`config.mk`:
```
export PLATFORM = sky130hd
export DESIGN_NAME = tcp_parser
export DESIGN_NICKNAME = d
export VERILOG_FILES = /design/src/hw/tcp_pkg.sv /design/src/hw/tcp_parser.sv /design/src/hw/tcp_lane_mask.sv
export SDC_FILE = /design/constraint.sdc
export NUM_CORES = 1
export LEC_CHECK = 0
export BUFFER_PORTS_ARGS = -buffer_cell sky130_fd_sc_hd__buf_2
export CAP_MARGIN = 20
export CELL_PAD_IN_SITES_DETAIL_PLACEMENT = 0
export CELL_PAD_IN_SITES_GLOBAL_PLACEMENT = 2
export CORE_ASPECT_RATIO = 1.4
export CORE_UTILIZATION = 36
export DETAILED_ROUTE_END_ITERATION = 8
export HOLD_SLACK_MARGIN = 0.15
export PLACE_DENSITY_LB_ADDON = 0.2
export SLEW_MARGIN = 20
export SYNTH_ARGS = -nofsm -noshare
export SYNTH_HDL_FRONTEND = slang
export SYNTH_HIERARCHICAL = 1
export SYNTH_SLANG_ARGS = --single-unit
```
`constraint.sdc`:
```
create_clock -name sys_clk -period 8.42 [get_ports sys_clk]
set_clock_uncertainty 0.2 [all_clocks]
set_input_delay 0.421 -clock sys_clk [delete_from_list [all_inputs] [get_ports sys_clk]]
set_output_delay 0.421 -clock sys_clk [all_outputs]
set_load 0.02 [all_outputs]
```
`src/hw/tcp_pkg.sv`:
```
// Purpose: Shared constants and carriers for the transmit command parser
// Assumes: 32-bit host words, one clock
// Notes:   Field positions of both command words live here
package tcp_pkg;
   localparam int  CA_DONE_BIT   = 31;
   localparam int  CA_ALIGN_HI   = 25;
   localparam int  CA_ALIGN_LO   = 24;
   localparam int  CA_OFS_HI     = 20;
   localparam int  CA_OFS_LO     = 16;
   localparam int  CA_FIRST_BIT  = 13;
   localparam int  CA_LAST_BIT   = 12;
   localparam int  LEN_HI        = 10;
   localparam int  CB_TAG_HI     = 31;
   localparam int  CB_TAG_LO     = 16;
   localparam int  CB_CSUM_BIT   = 14;
   localparam int  CB_NOCRC_BIT  = 13;
   localparam int  CB_NOPAD_BIT  = 12;
   localparam logic [1:0] ALIGN_4  = 2'h0;
   localparam logic [1:0] ALIGN_16 = 2'h1;
   localparam logic [1:0] ALIGN_32 = 2'h2;
   localparam logic [4:0] MASK_16  = 5'h0f;
   localparam logic [4:0] MASK_32  = 5'h1f;
   localparam logic [4:0] MASK_4   = 5'h03;
   localparam logic [7:0] AV_CTRL  = 8'h00;
   localparam logic [7:0] AV_STAT  = 8'h04;
   localparam logic [1:0] ST_DONE  = 2'h0;
   localparam logic [1:0] ST_ERR   = 2'h1;

   typedef enum logic [2:0] {
      TCP_CMD_A, TCP_CMD_B, TCP_LEAD, TCP_PAY, TCP_TRAIL
   } tcp_state_type;

   typedef struct packed {
      logic [15:0] tag;
      logic        csum_req;
      logic        no_crc;
      logic        no_pad;
      logic        add_crc;
   } tcp_opts_type;

   typedef struct packed {
      logic [31:0] data;
      logic [3:0]  be;
      logic        first;
      logic        last;
   } tcp_beat_type;
endpackage : tcp_pkg

```
`src/hw/tcp_parser.sv`:
```
// Purpose: Transmit command buffer parser feeding the MAC transmit path
// Assumes: Host words arrive valid/ready; Avalon-MM register slave
// Notes:   Each buffer is command A, command B, then payload words
// Operation
// - Payload starts at third buffer word
// - Start offset from command A 20:16
// - Low offset bits choose first lane
// - Upper offset bits skip leading words
// - Bits 13 and 12 mark first/last
// - Offset, byte count and alignment give padding
// - Summed buffer counts checked against length
// - Length mismatch sets transmitter error
// - Tag carried into status word
// - Checksum request on bit 14, first, enabled
// - Bit 13 suppresses CRC append
// - Bit 12 disables pad, forces CRC
// - Bytes past count never forwarded
// - Host filler up to alignment discarded
// - Any start and end byte accepted
// - Differing command B sets error
// - Bits 25:24 select end alignment
// - Bit 31 raises buffer loaded flag
//
// Design decisions made here: the register addresses and the Avalon-MM register port.
`timescale 1ns/1ps
module tcp_parser
(
   // Clock and reset
   input  wire logic               sys_clk,
   input  wire logic               rst_n,
   // Host word stream
   input  wire logic [31:0]        in_data,
   input  wire logic               in_valid,
   output logic                    in_ready,
   // MAC transmit path
   output tcp_pkg::tcp_beat_type   out_beat,
   output tcp_pkg::tcp_opts_type   out_opts,
   output logic                    out_valid,
   input  wire logic               out_ready,
   // Status word for the finished packet
   output logic [31:0]             status_word,
   output logic                    status_valid,
   // Avalon-MM slave
   input  wire logic [7:0]         avs_address,
   input  wire logic               avs_read,
   input  wire logic               avs_write,
   input  wire logic [31:0]        avs_writedata,
   output logic [31:0]             avs_readdata,
   output logic                    avs_waitrequest
);
   logic                   rs1_q, rst_sync_n;
   tcp_pkg::tcp_state_type state_q;
   logic [31:0]            cmd_a_q, cmd_b_q, first_b_q;
   logic [2:0]             lead_q;
   logic [11:0]            left_q;
   logic [4:0]             trail_q;
   logic [11:0]            sum_q;
   logic                   in_pkt_q, first_word_q, mismatch_q;
   logic                   csum_en_q, done_q, err_q;
   logic                   rd_ack_q;
   tcp_pkg::tcp_beat_type  beat_q;
   tcp_pkg::tcp_opts_type  opts_q;
   logic                   oval_q;
   logic [3:0]             be;
   logic [2:0]             used;
   logic [1:0]             lane_now;
   logic [4:0]             amask;
   logic [12:0]            span;
   logic [4:0]             pad_bytes;
   logic                   take, stall, buf_end, pkt_end, sum_bad;
   logic [11:0]            sum_new;

   // Reset release through two flops
   always_ff @(posedge sys_clk or negedge rst_n)
   begin
      if (!rst_n)
      begin
         rs1_q      <= 1'b0;
         rst_sync_n <= 1'b0;
      end
      else
      begin
         rs1_q      <= 1'b1;
         rst_sync_n <= rs1_q;
      end
   end

   // Output stage holds one beat; new beat only when it is free
   assign stall    = oval_q && !out_ready;
   assign in_ready = !stall;
   assign take     = in_valid && in_ready;
   assign lane_now = first_word_q ? cmd_a_q[tcp_pkg::CA_OFS_LO +: 2]
                                  : 2'h0;

   tcp_lane_mask u_mask
   (
      .first_lane (lane_now),
      .bytes_left (left_q),
      .be         (be),
      .used       (used)
   );

   // Alignment mask from command A
   always_comb
   begin
      case (cmd_a_q[tcp_pkg::CA_ALIGN_HI:tcp_pkg::CA_ALIGN_LO])
         tcp_pkg::ALIGN_16: amask = tcp_pkg::MASK_16;
         tcp_pkg::ALIGN_32: amask = tcp_pkg::MASK_32;
         default:           amask = tcp_pkg::MASK_4;
      endcase
   end

   // Bytes from data start to buffer end, offset and size included
   assign span = 13'(cmd_a_q[tcp_pkg::CA_OFS_HI:tcp_pkg::CA_OFS_LO])
               + 13'(cmd_a_q[tcp_pkg::LEN_HI:0]);
   // Filler bytes from the buffer end up to the end alignment; only whole words of them are dropped
   assign pad_bytes = 5'((~span[4:0] + 5'h01) & amask);

   assign buf_end = (12'(used) >= left_q);
   assign sum_new = sum_q + 12'(cmd_a_q[tcp_pkg::LEN_HI:0]);
   assign sum_bad = (sum_new[10:0] != cmd_b_q[tcp_pkg::LEN_HI:0]);
   assign pkt_end = cmd_a_q[tcp_pkg::CA_LAST_BIT];

   // Parser sequence
   always_ff @(posedge sys_clk or negedge rst_sync_n)
   begin
      if (!rst_sync_n)
      begin
         state_q      <= tcp_pkg::TCP_CMD_A;
         cmd_a_q      <= 32'h0;
         cmd_b_q      <= 32'h0;
         lead_q       <= 3'h0;
         left_q       <= 12'h0;
         trail_q      <= 5'h0;
         first_word_q <= 1'b0;
      end
      else if (take)
      begin
         case (state_q)
            tcp_pkg::TCP_CMD_A:
            begin
               cmd_a_q <= in_data;
               state_q <= tcp_pkg::TCP_CMD_B;
            end
            tcp_pkg::TCP_CMD_B:
            begin
               // Payload follows command A and B
               cmd_b_q      <= in_data;
               lead_q       <= cmd_a_q[tcp_pkg::CA_OFS_HI:
                                       tcp_pkg::CA_OFS_LO + 2];
               left_q       <= 12'(cmd_a_q[tcp_pkg::LEN_HI:0]);
               trail_q      <= pad_bytes;
               first_word_q <= 1'b1;
               if (cmd_a_q[tcp_pkg::CA_OFS_HI:tcp_pkg::CA_OFS_LO + 2] != 3'h0)
                  state_q <= tcp_pkg::TCP_LEAD;
               else if (cmd_a_q[tcp_pkg::LEN_HI:0] != 11'h0)
                  state_q <= tcp_pkg::TCP_PAY;
               else if (pad_bytes[4:2] != 3'h0)
                  state_q <= tcp_pkg::TCP_TRAIL;
               else
                  state_q <= tcp_pkg::TCP_CMD_A;
            end
            tcp_pkg::TCP_LEAD:
            begin
               // Whole leading words dropped
               lead_q <= lead_q - 3'h1;
               if (lead_q == 3'h1)
                  state_q <= (left_q != 12'h0) ? tcp_pkg::TCP_PAY
                           : (trail_q[4:2] != 3'h0) ? tcp_pkg::TCP_TRAIL
                           : tcp_pkg::TCP_CMD_A;
            end
            tcp_pkg::TCP_PAY:
            begin
               first_word_q <= 1'b0;
               left_q       <= buf_end ? 12'h0 : left_q - 12'(used);
               if (buf_end)
                  state_q <= (trail_q[4:2] != 3'h0) ? tcp_pkg::TCP_TRAIL
                                                    : tcp_pkg::TCP_CMD_A;
            end
            tcp_pkg::TCP_TRAIL:
            begin
               // Filler words dropped
               trail_q <= trail_q - 5'h04;
               if (trail_q[4:2] == 3'h1)
                  state_q <= tcp_pkg::TCP_CMD_A;
            end
            default: state_q <= tcp_pkg::TCP_CMD_A;
         endcase
      end
   end

   // Packet bookkeeping: running sum and command B comparison
   always_ff @(posedge sys_clk or negedge rst_sync_n)
   begin
      if (!rst_sync_n)
      begin
         sum_q      <= 12'h0;
         in_pkt_q   <= 1'b0;
         first_b_q  <= 32'h0;
         mismatch_q <= 1'b0;
      end
      else if (take && state_q == tcp_pkg::TCP_CMD_B)
      begin
         // First segment restarts the packet
         if (cmd_a_q[tcp_pkg::CA_FIRST_BIT] || !in_pkt_q)
         begin
            first_b_q  <= in_data;
            mismatch_q <= 1'b0;
         end
         else if (in_data != first_b_q)
            mismatch_q <= 1'b1;
         sum_q    <= (cmd_a_q[tcp_pkg::CA_FIRST_BIT] || !in_pkt_q)
                   ? 12'(cmd_a_q[tcp_pkg::LEN_HI:0])
                   : 12'(sum_q + 12'(cmd_a_q[tcp_pkg::LEN_HI:0]));
         in_pkt_q <= !cmd_a_q[tcp_pkg::CA_LAST_BIT];
      end
   end

   // Forwarded beat and packet options
   always_ff @(posedge sys_clk or negedge rst_sync_n)
   begin
      if (!rst_sync_n)
      begin
         beat_q <= '0;
         opts_q <= '0;
         oval_q <= 1'b0;
      end
      else
      begin
         if (out_ready)
            oval_q <= 1'b0;
         if (take && state_q == tcp_pkg::TCP_PAY && be != 4'h0)
         begin
            beat_q.data  <= in_data;
            beat_q.be    <= be;
            beat_q.first <= first_word_q && cmd_a_q[tcp_pkg::CA_FIRST_BIT];
            beat_q.last  <= buf_end && pkt_end;
            opts_q.tag      <= cmd_b_q[tcp_pkg::CB_TAG_HI:tcp_pkg::CB_TAG_LO];
            opts_q.csum_req <= cmd_b_q[tcp_pkg::CB_CSUM_BIT] &&
                               cmd_a_q[tcp_pkg::CA_FIRST_BIT] &&
                               csum_en_q;
            opts_q.no_crc   <= cmd_b_q[tcp_pkg::CB_NOCRC_BIT];
            opts_q.no_pad   <= cmd_b_q[tcp_pkg::CB_NOPAD_BIT];
            opts_q.add_crc  <= cmd_b_q[tcp_pkg::CB_NOPAD_BIT] ||
                               !cmd_b_q[tcp_pkg::CB_NOCRC_BIT];
            oval_q <= 1'b1;
         end
      end
   end
   assign out_beat  = beat_q;
   assign out_opts  = opts_q;
   assign out_valid = oval_q;

   // Flags and status word; set wins over a software clear
   logic buf_done_ev, len_err_ev;
   assign buf_done_ev = take && cmd_a_q[tcp_pkg::CA_DONE_BIT] &&
      ((state_q == tcp_pkg::TCP_PAY && buf_end) ||
       (state_q == tcp_pkg::TCP_TRAIL && trail_q[4:2] == 3'h1));
   assign len_err_ev = take && state_q == tcp_pkg::TCP_CMD_B && pkt_end &&
      (((cmd_a_q[tcp_pkg::CA_FIRST_BIT] || !in_pkt_q)
         ? (cmd_a_q[tcp_pkg::LEN_HI:0] != in_data[tcp_pkg::LEN_HI:0])
         : sum_bad) ||
       (!cmd_a_q[tcp_pkg::CA_FIRST_BIT] && in_pkt_q &&
        (in_data != first_b_q || mismatch_q)));
   // One-cycle event: a level here would block the software clear
   logic mis_ev;
   assign mis_ev = take && state_q == tcp_pkg::TCP_CMD_B &&
      !cmd_a_q[tcp_pkg::CA_FIRST_BIT] && in_pkt_q && in_data != first_b_q;
   logic clr_w;
   assign clr_w = avs_write && !avs_waitrequest &&
                  avs_address == tcp_pkg::AV_STAT;

   always_ff @(posedge sys_clk or negedge rst_sync_n)
   begin
      if (!rst_sync_n)
      begin
         done_q       <= 1'b0;
         err_q        <= 1'b0;
         status_word  <= 32'h0;
         status_valid <= 1'b0;
      end
      else
      begin
         status_valid <= 1'b0;
         if (buf_done_ev)
            done_q <= 1'b1;
         else if (clr_w && avs_writedata[tcp_pkg::ST_DONE])
            done_q <= 1'b0;
         if (len_err_ev || mis_ev)
            err_q <= 1'b1;
         else if (clr_w && avs_writedata[tcp_pkg::ST_ERR])
            err_q <= 1'b0;
         if (take && state_q == tcp_pkg::TCP_CMD_B && pkt_end)
         begin
            status_word  <= {in_data[tcp_pkg::CB_TAG_HI:tcp_pkg::CB_TAG_LO],
                             15'h0000, len_err_ev};
            status_valid <= 1'b1;
         end
      end
   end

   // Avalon slave: one wait cycle per access; writes land when it ends
   always_ff @(posedge sys_clk or negedge rst_sync_n)
   begin
      if (!rst_sync_n)
      begin
         csum_en_q    <= 1'b0;
         rd_ack_q     <= 1'b0;
         avs_readdata <= 32'h0;
      end
      else
      begin
         rd_ack_q <= (avs_read || avs_write) && !rd_ack_q;
         if (avs_write && !avs_waitrequest &&
             avs_address == tcp_pkg::AV_CTRL)
            csum_en_q <= avs_writedata[0];
         case (avs_address)
            tcp_pkg::AV_CTRL: avs_readdata <= {31'h0, csum_en_q};
            tcp_pkg::AV_STAT: avs_readdata <= {30'h0, err_q, done_q};
            default:          avs_readdata <= 32'h0;
         endcase
      end
   end
   assign avs_waitrequest = (avs_read || avs_write) && !rd_ack_q;

   offset_lead_a: assert property (@(posedge sys_clk) disable iff
      (!rst_sync_n) state_q == tcp_pkg::TCP_LEAD |-> !oval_q ||
      $stable(beat_q)) else $error("beat during lead skip");
   crc_force_a: assert property (@(posedge sys_clk) disable iff
      (!rst_sync_n) oval_q && opts_q.no_pad |-> opts_q.add_crc)
      else $error("crc not forced");
   csum_gate_a: assert property (@(posedge sys_clk) disable iff
      (!rst_sync_n) oval_q && opts_q.csum_req |-> csum_en_q)
      else $error("checksum without enable");
   status_tag_a: assert property (@(posedge sys_clk) disable iff
      (!rst_sync_n) status_valid |->
      status_word[tcp_pkg::CB_TAG_HI:tcp_pkg::CB_TAG_LO] ==
      $past(in_data[tcp_pkg::CB_TAG_HI:tcp_pkg::CB_TAG_LO]))
      else $error("status tag differs from command B");
   beat_lanes_a: assert property (@(posedge sys_clk) disable iff
      (!rst_sync_n) out_valid |-> out_beat.be != 4'h0)
      else $error("beat forwarded without bytes");
   len_err_a: assert property (@(posedge sys_clk) disable iff
      (!rst_sync_n) status_valid && status_word[0] |-> err_q)
      else $error("length error not flagged");
   cover property (@(posedge sys_clk) disable iff (!rst_sync_n)
      state_q == tcp_pkg::TCP_TRAIL);
   cover property (@(posedge sys_clk) disable iff (!rst_sync_n)
      $rose(err_q));
   cover property (@(posedge sys_clk) disable iff (!rst_sync_n)
      oval_q && out_beat.last);
endmodule : tcp_parser

```
`src/hw/tcp_lane_mask.sv`:
```
// Purpose: Byte-enable mask for one payload word
// Assumes: first_lane and bytes_left refer to the same word
// Notes:   Pure combinational
`timescale 1ns/1ps
module tcp_lane_mask
(
   // Word position
   input  wire logic [1:0]  first_lane,
   input  wire logic [11:0] bytes_left,
   // Result
   output logic      [3:0]  be,
   output logic      [2:0]  used
);
   logic [3:0] lane_ok;
   genvar g;
   generate
      for (g = 0; g < 4; g++)
      begin : g_lane
         // Lane must lie at or after the first lane and within the count
         assign lane_ok[g] = (2'(g) >= first_lane) &&
            (12'(g) - 12'(first_lane) < bytes_left);
      end
   endgenerate
   assign be   = lane_ok;
   assign used = 3'(lane_ok[0]) + 3'(lane_ok[1]) + 3'(lane_ok[2])
               + 3'(lane_ok[3]);
endmodule : tcp_lane_mask

```
==> summary by stage, run 1 <==
Setup path
The end of the worst register-to-register path is state_q[2]$_DFFE_PN0P_. The startpoint identified for the worst register-to-register timing path is cmd_a_q[17]$_DFFE_PN0P_. The required arrival time at the worst endpoint is 8.66 ns. Across all register-to-register paths, the minimum setup slack is 1.88 ns.

STA classifies the critical path startpoint as a flip-flop. The worst path arrival time is 6.79 ns. STA classifies the critical path endpoint as a flip-flop. The number of cells on the worst reg-to-reg path is 21. Of all nets on the critical path, the largest fanout is 13. The worst setup path is of the flip-flop to flip-flop kind.

Pwr
Cell internal power was estimated by the tool at 3.417 mW. The share of total power dissipated in combinational logic is 0.521. IR analysis of the VDD net gives a maximum drop of 0.2111 mV. The switching power as a share of total power is 0.4244. Summed over all nets, the switching power comes to 2.520 mW. Dividing total power by cell area gives a power density of 448.3 mW/mm². In this run the static leakage power is 6.279 nW. The total power after layout is 5.937 mW. Of the total power, registers draw 0.304. Of the total power, the clock network draws 0.175.

Timing
The worst setup margin is 1.878 ns. The worst slew slack as a fraction of its limit is 0.3684. The final count of negative-setup-slack endpoints is 0. The clock period could shrink to 6.542 ns. Setup repair after global routing left no endpoint under its margin. The max-slew violation count is 0.

After routing, the total negative slack on setup checks comes to 0 ns. For the pin with the worst max-slew slack, the measured transition is 0.9452 ns. Timing would allow up to 0.1529 GHz. In the finished design, the share of the clock period the worst path needs comes to 0.7770. On the final layout, the worst hold slack is 0.1501 ns.

The final number of hold-violating endpoints is 0.

GRT
For this run, the total global-route usage over all layers was measured as 0.1898. The number of antenna violations at the first check in global routing came to 0. The number of global-route vias before repair is 8171.

The largest net degree at the start of global routing is 76. The global-route wire length before repair is 46.11 mm. The total overflow left after global routing is 0.

Route
Summed over all layers, the routed wires come to 28.61 mm. The count of unresolved DRC violations after routing is 0. The detailed-routed wire length on met3 is 986 µm. The uppermost signal routing layer after detailed routing is met4. After detailed routing, the number of vias per cell comes to 5.034. The met1 layer wirelength in the final routing is 12.27 mm. The DRC marker count from the first detailed-route iteration is 283. The pre-antenna-repair detailed-routing pass consisted of 4 iterations. Dividing the detail-routed wire length by the instance count gives 17.81 µm.

The via count of the routed design is 8085. The met2 wirelength from detailed routing is 14.83 mm. The number of nets with antenna violations after detailed routing is 0.

Placement
Once detailed placement completed, the half-perimeter wirelength came to 19.87 mm. The placed cell count is 1517. Input and output buffers added on the ports amount to 128.

The placement-stage worst setup slack is 1.802 ns. The placed cell area is 0.01195 mm². Routability-driven placement finished with a final weighted congestion of 0.7829.

Finish
The finished cells cover 0.01324 mm². The count of cells in the finished layout, fillers not included, comes to 1606. The number of antenna diodes in the final layout is 0. In the final layout, the share of cells above drive strength 1 is 0.2228. The area growth from synthesis to layout is 19.65%. For this run, the share of the core covered by cells in the final layout is 0.4396. The net total in the final layout is 1350.

Synth
In this run, synthesis inferred 0 flip-flops with an integrated enable. Of all flip-flops after synthesis, the portion carrying an async set or reset was 1.000. The compound-cell area share of the yosys netlist was 0.08751. The number of synthesized register bits is 203.

The synthesized area is 0.01107 mm². The post-synthesis share of cell area spent on full adders, half adders and majority gates is 0.07733. Counting every instance in the synthesized netlist gives 1032.

Of the total synthesized cell area, the portion taken by XOR and XNOR cells is 0.05483. The post-synthesis cell type count is 70. Of the post-synthesis cell area, the part taken by muxes is 0.1318. Yosys printed 6 warnings. By area, the combinational part of the netlist is dominated by multiplexers. For this run, the register share of the synthesized area comes to 0.4590. The most used flip-flop cell after synthesis is dfrtp_1. The simple-gate share of the synthesized area is 0.1307. The per-instance average area after synthesis is 10.72 µm².

CTS
In this run, CTS created clock tree buffers numbering 23. The CTS tree is built. The number of H-tree levels is 1. The clock root buffer is clkbuf_16. The largest buffer count on any clock path is 3. Post-CTS timing repair inserted 0 buffers for setup. The clock sink count is 203. The clock slew seen by the registers of the worst setup and hold paths is 0.06 ns. The number of cells upsized or downsized after cts is 0. The worst-skew pair later-pin latency is 0.52 ns.

Die
The die covers 0.03146 mm². Measured along the y axis, the die boundary spans 209.5 µm. The core region is 0.03012 mm². The floorplan row count is 75.

The horizontal die dimension is 150.2 µm. In this run the count of I/O pins placed on the die edge is 204. The initial core utilization is 0.3674.

Status
The flow ran to the end, and the final reports show no timing, DRC or antenna violations.

Hold path
In this run the worst hold path is classified as flip-flop to async pin.

Job
Max-cap violations in this run came to 0.
## sequential cells by signal, summed over array words and instances, names as in the netlist, 2 cells and up
signal,count
out_beat,38
first_b_q,32
cmd_b_q,30
cmd_a_q,21
out_opts,20
status_word,17
left_q,12
sum_q,11
lead_q,3
state_q,3
trail_q,3
avs_readdata,2
## cell type report
type	count	area [µm²]
clock buffers	28	624.3
multi-input cells	753	5533
clock inverters	12	152.6
fillers	3020	16880
flip-flops and latches	203	5084
well taps	385	481.7
repair buffers	186	1220
inverters	39	146.4
## repair_timing
item	in CTS	in global routing
endpoints found under the hold margin	154	0
endpoints found under the setup margin	0	0
hold buffers	48	0
## worst max-delay path by stage
stage,startpoint,to,slack [ns],cells after the start
after floorplan,rst_sync_n$_DFF_PN0_,avs_readdata[0]$_DFF_PN0_,2.14,0
after global routing,cmd_a_q[17]$_DFFE_PN0P_,state_q[2]$_DFFE_PN0P_,1.37,22
after global placement,cmd_a_q[17]$_DFFE_PN0P_,state_q[2]$_DFFE_PN0P_,1.86,22
final,cmd_a_q[17]$_DFFE_PN0P_,state_q[2]$_DFFE_PN0P_,1.88,21
after detailed placement,cmd_a_q[17]$_DFFE_PN0P_,state_q[2]$_DFFE_PN0P_,1.80,22
after CTS,cmd_a_q[17]$_DFFE_PN0P_,state_q[2]$_DFFE_PN0P_,1.81,22
## logic make-up after synthesis
family,after synthesis
AND/OR/NAND/NOR,301
flip-flops,203
AO/OA/AOI/OAI,144
multiplexers,130
buffers and inverters,120
adder cells (fa/ha/maj),66
XOR/XNOR,66
other,2
## power groups by stage
stage	Combinational, mW	Sequential [mW]	Clock (mW)
floorplan	2.17	1.92	0
global placement	3.09	1.80	0
detailed placement	3.11	1.82	0
CTS	3.14	1.81	1.07
global route	3.48	1.87	1.11
finish	3.09	1.80	1.04
## cells in the mapped netlist (19+ instances only)
cell      number  area (µm²)
a21o_1        19       142.6
a21oi_1       34       170.2
buf_4         45       337.8
clkbuf_1      19       71.32
dfrtp_1      203        5080
ha_1          62       775.7
inv_1         39       146.4
mux2_1        51       574.3
mux2_2        75       844.6
nand2_1      145       544.3
nor2_1        43       161.4
nor4_1        19       118.9
o21ai_0       32       160.2
xnor2_1       46       402.9
## layout by cell type, fill, tap and decap left out, types with 19 or more instances in the layout
master         count
a21o_1            19
a21oi_1           34
buf_2            128
clkbuf_16         23
conb_1            46
dfrtp_1          202
dlygate4sd3_1     48
ha_1              62
inv_1             39
mux2_1            51
mux2_2            75
nand2_1          144
nor2_1            41
nor4_1            19
o21ai_0           32
xnor2_1           46
## per-layer routing
layer	track usage	up-vias
met3	0.02717	35
met4	0.05120	0
met1	0.2373	4008
met5	0	-
li1	-	3889
met2	0.3375	153
## worst max-delay path, stage by stage (launching register included)
cell      delay [ns]
dfrtp_1         0.39
and2_1          0.53
inv_1           0.19
ha_1            0.22
inv_1           0.27
ha_1            0.31
a21o_1          0.18
a21o_1          0.17
a211oi_1        0.28
nand3_1         0.16
fa_1            0.55
inv_1           0.05
ha_1            0.17
ha_1            0.27
inv_1           0.06
fa_1            0.44
a211oi_2        0.38
o211ai_1        0.27
nand3_1         0.48
nand3_1         0.33
or3_1           0.44
o21ai_1         0.11
(Power assumes the default switching activity.)
==> run 2: changes to the inputs <==
--- a/config.mk
+++ b/config.mk
@@ -5,12 +5,13 @@
 export SDC_FILE = /design/constraint.sdc
 export NUM_CORES = 1
 export LEC_CHECK = 0
+export ABC_AREA = 1
 export BUFFER_PORTS_ARGS = -buffer_cell sky130_fd_sc_hd__buf_2
 export CAP_MARGIN = 20
 export CELL_PAD_IN_SITES_DETAIL_PLACEMENT = 0
 export CELL_PAD_IN_SITES_GLOBAL_PLACEMENT = 2
 export CORE_ASPECT_RATIO = 1.4
-export CORE_UTILIZATION = 36
+export CORE_UTILIZATION = 33
 export DETAILED_ROUTE_END_ITERATION = 8
 export HOLD_SLACK_MARGIN = 0.15
 export PLACE_DENSITY_LB_ADDON = 0.2
==> constraint.sdc (replaced) <==
create_clock -name sys_clk -period 6.2 [get_ports sys_clk]
set_clock_uncertainty 0.2 [all_clocks]
set_input_delay 0.31 -clock sys_clk [delete_from_list [all_inputs] [get_ports sys_clk]]
set_output_delay 0.31 -clock sys_clk [all_outputs]
set_load 0.02 [all_outputs]
==> run 2 against run 1 <==
Compared with the run above: fmax grew 21%; flip-flop and latch count is the same; largest cell class unchanged; critical path depth grew 5; critical endpoint is now left_q[10]$_DFFE_PN0P_; first-iteration DRC count grew 36%; final area grew 2.1%.
==> summary by stage, run 2 <==
Setup path
The worst path arrival time is 5.60 ns (was 6.79 ns). The nature of the critical path endpoint was a flip-flop (unchanged). The slowest stage cell on the critical path is fa_1 (unchanged). The critical-path maximum fanout is 14 (was 13). The setup slack of the worst register-to-register path is 0.81 ns (was 1.88 ns). The category of the worst setup path launch point is a flip-flop (unchanged). The class of the most critical setup path is flip-flop to flip-flop (unchanged). The largest incremental delay on the critical path came to 0.55 ns (about the same). The required arrival time at the worst endpoint is 6.41 ns (was 8.66 ns).

Synth
The largest area contributor in the netlist is dfrtp_1 (unchanged). The compound-cell area share of the yosys netlist is 0.1222 (was 0.08751). Area contributors post-synth: dfrtp_1 45%, nand2_1 14%, ha_1 6.8%, inv_1 6.1%, o21ai_0 5.9% (was dfrtp_1 46%, mux2_2 7.6%, ha_1 7.0%, mux2_1 5.2%, nand2_1 4.9%).

The per-instance average area after synthesis was 8.032 µm² (was 10.72 µm²). Most frequent cells after synthesis: 429 x nand2_1, 203 x dfrtp_1, 186 x inv_1 (was 203 x dfrtp_1, 145 x nand2_1, 75 x mux2_2). The share of the synthesized area in the top cell type is 0.4469 (was 0.4590).

The post-synthesis cell count was 1415 (was 1032). The xor and xnor fraction of the mapped netlist area is 0.02664 (was 0.05483). The async set or reset register ratio after synthesis is 1.000 (unchanged). The count of synthesis-stage warnings from yosys came to 6 (unchanged). The sequential element share of the synthesized area was 0.4469 (was 0.4590). The largest family of logic cells by synthesized area is simple AND/OR/NAND/NOR gates (was multiplexers). The simple-gate share of the synthesized area is 0.2164 (was 0.1307). The synthesized area came to 0.01137 mm² (was 0.01107 mm²). The number of enable-type register cells in the synthesized netlist is 0 (unchanged).

The most frequent cell after synthesis is nand2_1 (was dfrtp_1). The multiplexer share of the synthesized area is 0 (was 0.1318). The post-synthesis cell type count is 44 (was 70). The number of synthesized register bits came to 203 (unchanged). The most used flip-flop cell after synthesis is dfrtp_1 (unchanged). The post-synthesis share of cell area spent on full adders, half adders and majority gates is 0.07530 (was 0.07733).

Pwr
The total power after layout came to 7.535 mW (was 5.937 mW). The largest voltage drop on the vdd net is 0.3098 mV (was 0.2111 mV). The switching power as a share of total power is 0.4508 (was 0.4244). The power share of the clock group was 0.198 (was 0.175). The leakage power of the design is 7.097 nW (was 6.279 nW).

The internal power contribution is 4.139 mW (was 3.417 mW). The power share of the sequential group is 0.312 (was 0.304). The net switching component of the power is 3.397 mW (was 2.520 mW). The total power per unit cell area is 557.2 mW/mm² (was 448.3 mW/mm²).

The part of the total power dissipated in combinational logic was 0.490 (was 0.521).

GRT
The total routing usage reported by global routing is 0.1775 (was 0.1898). The largest net degree at the start of global routing is 100 (was 76). The number of antenna violations at the first check in global routing is 0 (unchanged).

The global-route wire length before repair is 49.80 mm (was 46.11 mm). The remaining global-route overflow is 0 (unchanged). The number of global-route vias before repair is 9065 (was 8171).

Die
The area of the core is 0.03403 mm² (was 0.03012 mm²). The horizontal die dimension is 158.9 µm (was 150.2 µm). The full die area was 0.03520 mm² (was 0.03146 mm²).

The floorplan die height came to 221.6 µm (was 209.5 µm). The floorplan row count is 80 (was 75). The initial core utilization is 0.3340 (was 0.3674). The number of primary I/O pins came to 204 (unchanged).

Route
The aggregate routed wire length came to 30.81 mm (was 28.61 mm). The average wire per cell in the routed design came to 15.04 µm (was 17.81 µm). The count of unresolved DRC violations after routing is 0 (unchanged). The number of nets with antenna violations after detailed routing is 0 (unchanged). The via count of the routed design is 9151 (was 8085). The number of search-and-repair iterations in the first detailed-routing pass was 4 (unchanged).

The detail-routed via count per cell came to 4.468 (was 5.034). The DRC marker count from the first detailed-route iteration is 384 (was 283).

Placement
The placement-stage worst setup slack is 0.7564 ns (was 1.802 ns). The detailed-placement wirelength estimate is 22.25 mm (was 19.87 mm). The quantity of I/O buffers inserted on ports was 128 (unchanged).

The placed cell area was 0.01226 mm² (was 0.01195 mm²). The placed cell count came to 1961 (was 1517). The final weighted congestion of routability-driven global placement was 0.8004 (was 0.7829).

CTS
The worst-skew pair later-pin latency is 0.53 ns (was 0.52 ns). The number of cells upsized or downsized after cts was 0 (unchanged). The setup fix buffers added after clock tree synthesis is 0 (unchanged). The hold buffer count at cts came to 45 (was 48). The clock slew seen by the registers of the worst setup and hold paths was 0.07 ns (was 0.06 ns). The clock sink count is 203 (unchanged).

The largest buffer count on any clock path is 3 (unchanged). The CTS tree is built (unchanged). The CTS buffer count is 23 (unchanged). The number of H-tree levels is 1 (unchanged). The clock root buffer is clkbuf_16 (unchanged).

Timing
The slew at the pin closest to its max-slew limit is 0.9513 ns (was 0.9452 ns). The worst hold slack is 0.1531 ns (was 0.1501 ns). The max-slew violation count was 0 (unchanged). Unrepaired setup endpoints after global routing: false (unchanged). The post-route clock period utilization is 0.8701 (was 0.7770). The final number of hold-violating endpoints is 0 (unchanged). The minimum clock period after layout came to 5.395 ns (was 6.542 ns).

The maximum clock frequency is 0.1854 GHz (was 0.1529 GHz). The worst setup margin is 0.8053 ns (was 1.878 ns). The worst slew slack as a fraction of its limit was 0.3658 (was 0.3684). The final count of negative-setup-slack endpoints came to 0 (unchanged). The final-layout setup total negative slack is 0 ns (unchanged).

Finish
The area growth from synthesis to layout came to 18.98% (was 19.65%). The flip-flop and latch area is 0.005084 mm² (unchanged). The antenna diode count came to 0 (unchanged). The count of fill cells added during filler insertion was 3623 (was 3020). The most common cell after layout, fill and taps aside is nand2_1 (was dfrtp_1).

The non-filler instance count after layout is 2048 (was 1606). The final cell utilization of the core was 0.3974 (was 0.4396). The area taken by multi-input logic gates is 0.005187 mm² (was 0.005533 mm²). Most used cells in the layout excluding fill and tap cells: 429 x nand2_1, 202 x dfrtp_1, 186 x inv_1, 135 x o21ai_0, 128 x buf_2 (was 202 x dfrtp_1, 144 x nand2_1, 128 x buf_2, 75 x mux2_2, 62 x ha_1). The finished layout cell area was 0.01352 mm² (was 0.01324 mm²). The fraction of final layout cells with drive strength greater than 1 is 0.1340 (was 0.2228). The net total in the final layout came to 1724 (was 1350). The number of flip-flops in the largest register came to 38 (unchanged).

Job
The reported max-cap violation count was 0 (unchanged).

Status
Outcome: finished, final reports clean (unchanged).

Hold path
The class of the tightest hold or removal check is flip-flop to async pin (unchanged).
==> run 2: cell families (layout without fill, tap and decap cells) <==
logic type                 count (synthesis)  in the layout
and+or+nand+nor                          587            587
buffers and inverters                    276            414
AOI/OAI and AO/OA                        248            248
DFF                                      203            203
adders and majority gates                 66             66
xor gates and xnor gates                  33             33
other                                      2             46
==> run 2: final timing paths <==
path / endpoint / cells past startpoint / start
setup / recovery: left_q[10]$_DFFE_PN0P_ / 26 / first_word_q$_DFFE_PN0P_
hold / removal: out_opts[2]$_DFFE_PN0P_ / 0 / rst_sync_n$_DFF_PN0_
setup reg to reg: left_q[10]$_DFFE_PN0P_ / 26 / first_word_q$_DFFE_PN0P_
hold reg to reg: out_opts[2]$_DFFE_PN0P_ / 0 / rst_sync_n$_DFF_PN0_
max in group asynchronous: csum_en_q$_DFFE_PN0P_ / 1 / rst_sync_n$_DFF_PN0_
min in group sys_clk: rst_sync_n$_DFF_PN0_ / 0 / rs1_q$_DFF_PN0_
==> run 2: critical path: cells and delay by family, from the launching register on <==
family	cells	cell delay [ns]
AO/OA/AOI/OAI	4	0.40
flip-flops	1	0.43
adder cells (fa/ha/maj)	6	1.95
AND/OR/NAND/NOR	9	1.09
buffers and inverters	7	1.18
==> run 2: area by class of cell <==
cell class	count	area share
Clock inverter	9	0.01129
Inverter	194	0.05403
Clock buffer	33	0.04904
Timing Repair Buffer	178	0.08438
Tap cell	451	0.04173
Multi-Input combinational cell	980	0.3836
Sequential cell	203	0.3759
==> run 2: per-layer routing <==
metal | up-vias | wire (µm) | track usage
met3 | 31 | 1410 | 0.03311
met2 | 140 | 15490 | 0.3156
met1 | 4240 | 13400 | 0.2200
met4 | 0 | 510 | 0.04404
li1 | 4740 | - | -
met5 | - | 0 | 0
==> run 2: power by group through the flow <==
stage / registers (mW) / clock network, mW / logic, mW
finish: 2.35 / 1.49 / 3.69
detailed placement: 2.37 / 0 / 3.74
global placement: 2.37 / 0 / 3.71
floorplan: 2.53 / 0 / 2.52
global route: 2.43 / 1.58 / 4.29
CTS: 2.36 / 1.54 / 3.79
==> run 3: changes to the inputs <==
--- a/config.mk
+++ b/config.mk
@@ -10,7 +10,6 @@
 export CAP_MARGIN = 20
 export CELL_PAD_IN_SITES_DETAIL_PLACEMENT = 0
 export CELL_PAD_IN_SITES_GLOBAL_PLACEMENT = 2
-export CORE_ASPECT_RATIO = 1.4
 export CORE_UTILIZATION = 33
 export DETAILED_ROUTE_END_ITERATION = 8
 export HOLD_SLACK_MARGIN = 0.15
==> run 3 against run 2 <==
Compared with the run above: combinational power barely moved; final area increased by 0.25%; clock power about the same; power hardly changed; largest power group unchanged; routed wire length is 2.4% lower; sequential power barely moved; first-iteration DRC count up 22%; critical endpoint unchanged; utilization rose by 0.49 points; flip-flop and latch count stayed put; count of clock-buffer cells in the layout up 4; highest routed layer is now met5; sequential share of layout area down 0.094 points; non-clock buffer count unchanged.
==> summary by stage, run 3 (synthesis gave the netlist of run 2 again) <==
Die
The horizontal die dimension is 187.6 µm (was 158.9 µm). The number of primary I/O pins was 204 (unchanged). The full die area came to 0.03519 mm² (was 0.03520 mm²). The floorplan die height is 187.6 µm (was 221.6 µm).

The initial core utilization is 0.3373 (was 0.3340). The floorplan row count is 67 (was 80). The area of the core is 0.03370 mm² (was 0.03403 mm²).

Pwr
The total power after layout is 7.541 mW (was 7.535 mW). The leakage power of the design came to 7.104 nW (was 7.097 nW). The largest voltage drop on the vdd net was 0.2075 mV (was 0.3098 mV). The total power per unit cell area came to 556.2 mW/mm² (was 557.2 mW/mm²). The internal power contribution is 4.153 mW (was 4.139 mW). The power share of the sequential group is 0.313 (was 0.312). The part of the total power dissipated in combinational logic is 0.486 (was 0.490).

The power share of the clock group came to 0.201 (was 0.198). The net switching component of the power came to 3.388 mW (was 3.397 mW). The switching power as a share of total power is 0.4492 (was 0.4508).

Finish
The antenna diode count was 0 (unchanged). The net total in the final layout came to 1726 (was 1724). The fraction of final layout cells with drive strength greater than 1 was 0.1343 (was 0.1340). Most used cells in the layout excluding fill and tap cells: 429 x nand2_1, 202 x dfrtp_1, 186 x inv_1, 135 x o21ai_0, 128 x buf_2 (unchanged). The number of flip-flops in the largest register is 38 (unchanged). The most common cell after layout, fill and taps aside is nand2_1 (unchanged). The area growth from synthesis to layout is 19.28% (was 18.98%).

The non-filler instance count after layout is 2049 (was 2048). The count of fill cells added during filler insertion is 3558 (was 3623).

Route
The met2 wirelength from detailed routing is 13.46 mm (was 15.49 mm). The number of nets with antenna violations after detailed routing is 0 (unchanged). The DRC marker count from the first detailed-route iteration is 467 (was 384). The via count of the routed design is 9301 (was 9151).

The average wire per cell in the routed design is 14.67 µm (was 15.04 µm). The uppermost signal routing layer after detailed routing is met5 (was met4). The number of search-and-repair iterations in the first detailed-routing pass came to 5 (was 4). The count of unresolved DRC violations after routing is 0 (unchanged). The aggregate routed wire length is 30.06 mm (was 30.81 mm).

The detailed-routed wire length on met3 is 1.513 mm (was 1.410 mm). The detail-routed via count per cell came to 4.539 (was 4.468). The met1 layer wirelength in the final routing came to 14.56 mm (was 13.40 mm).

CTS
The largest buffer count on any clock path is 3 (unchanged). The number of cells upsized or downsized after cts came to 0 (unchanged). The CTS tree was built (unchanged). The setup fix buffers added after clock tree synthesis was 0 (unchanged). The clock slew seen by the registers of the worst setup and hold paths is 0.06 ns (was 0.07 ns). The CTS buffer count is 25 (was 23). The clock root buffer is clkbuf_16 (unchanged). The hold buffer count at cts is 46 (was 45). The number of H-tree levels is 1 (unchanged). The worst-skew pair later-pin latency is 0.53 ns (about the same). The clock sink count was 203 (unchanged).

Placement
The detailed-placement wirelength estimate is 21.30 mm (was 22.25 mm). The placed cell count came to 1957 (was 1961). The final weighted congestion of routability-driven global placement is 0.7913 (was 0.8004).

The quantity of I/O buffers inserted on ports was 128 (unchanged).

Setup path
The depth of the worst register-to-register path was 28 (was 26). The cell depth of the worst setup path was 28 (was 26). The class of the most critical setup path was flip-flop to flip-flop (unchanged). The launching element of the worst setup path is cmd_a_q[17]$_DFFE_PN0P_ (was first_word_q$_DFFE_PN0P_). The category of the worst setup path launch point is a flip-flop (unchanged). The required arrival time at the worst endpoint came to 6.41 ns (about the same). The nature of the critical path endpoint is a flip-flop (unchanged). The dominant delay contributor by cell family on the critical path is adder cells (unchanged). The largest incremental delay on the critical path came to 0.54 ns (was 0.55 ns). The most repeated library cell on the critical path is nand2_1. The slowest stage cell on the critical path was fa_1 (unchanged). The worst path buffer plus inverter count is 7 (unchanged). The start of the worst register-to-register path was cmd_a_q[17]$_DFFE_PN0P_ (was first_word_q$_DFFE_PN0P_).

The worst path arrival time is 5.55 ns (was 5.60 ns). The critical-path maximum fanout is 14 (unchanged).

Hold path
The class of the tightest hold or removal check is flip-flop to flip-flop (was flip-flop to async pin). The startpoint of the worst hold path is rs1_q$_DFF_PN0_. The number of cells traversed by the worst hold path is 0.

GRT
The global-route wire length before repair is 49.56 mm (was 49.80 mm). The number of global-route vias before repair is 9016 (was 9065). The remaining global-route overflow is 0 (unchanged). The number of antenna violations at the first check in global routing is 1 (was 0). The total routing usage reported by global routing is 0.1748 (was 0.1775). The largest net degree at the start of global routing is 143 (was 100).

Timing
Unrepaired setup endpoints after global routing: false (unchanged). The max-slew violation count is 0 (unchanged). The final number of hold-violating endpoints is 0 (unchanged).

The slew at the pin closest to its max-slew limit is 0.8804 ns (was 0.9513 ns). The post-route clock period utilization is 0.8616 (was 0.8701). The worst slew slack as a fraction of its limit is 0.4131 (was 0.3658). The worst hold slack is 0.1536 ns (was 0.1531 ns). The final count of negative-setup-slack endpoints was 0 (unchanged). The minimum clock period after layout was 5.342 ns (was 5.395 ns). The final-layout setup total negative slack is 0 ns (unchanged). The maximum clock frequency was 0.1872 GHz (was 0.1854 GHz).

Job
The reported max-cap violation count is 0 (unchanged).

Status
Outcome: finished, final reports clean (unchanged).
==> run 3: cell types whose count changed in the layout (fill, tap and decap cells not counted) <==
cell / delta
dlygate4sd3_1: +1
bufinv_16: -1
clkbuf_16: +2
buf_4: -1
clkinvlp_4: +1
clkbuf_1: +2
==> run 3: per-stage QoR <==
| stage | utilization | setup WS, ns | area, µm² |
|---|---|---|---|
| floorplan | - | 1.673 | 11530 |
| global placement | 0.3634 | 0.8305 | 12250 |
| detailed placement | 0.3634 | 0.8073 | 12250 |
| CTS | 0.4023 | 0.7825 | 13560 |
| global route | 0.4023 | 0.2831 | 13560 |
| finish | 0.4023 | 0.8578 | 13560 |
==> run 3: final timing paths <==
kind                                                  end  slack [ns]
worst min-delay path                 rst_sync_n$_DFF_PN0_        0.15
min in group asynchronous       first_b_q[11]$_DFFE_PN0P_        0.22
worst max-delay path               left_q[10]$_DFFE_PN0P_        0.86
worst max register to register     left_q[10]$_DFFE_PN0P_        0.86
max in group asynchronous       first_b_q[25]$_DFFE_PN0P_        4.27
worst min register to register       rst_sync_n$_DFF_PN0_        0.15
==> run 3: area by class of cell <==
cell class                      count  area, µm²  area share
Clock inverter                      9      130.1    0.009599
Inverter                          194      730.7     0.05390
Timing Repair Buffer              178       1144     0.08436
Sequential cell                   203       5084      0.3750
Multi-Input combinational cell    980       5187      0.3826
Tap cell                          448      560.5     0.04135
Clock buffer                       37      720.7     0.05316
==> run 3: power groups by stage <==
stage	Sequential (mW)	Clock (mW)	Combinational, mW
finish	2.36	1.51	3.67
global route	2.45	1.61	4.27
CTS	2.37	1.56	3.74
floorplan	2.53	0	2.52
detailed placement	2.39	0	3.69
global placement	2.38	0	3.67
==> run 3: worst register-to-register path: cells and delay by family (launching register included) <==
kind,cells,cell delay (ns)
compound gates,3,0.34
flops,1,0.41
fa+ha+maj,6,1.93
buf+inv,7,1.18
simple gates,12,1.18
==> run 3: layer usage <==
layer / vias to the layer above / track usage
li1: 4758 / -
met1: 4322 / 0.2455
met2: 183 / 0.2774
met3: 36 / 0.03388
met4: 2 / 0.03909
met5: - / 0
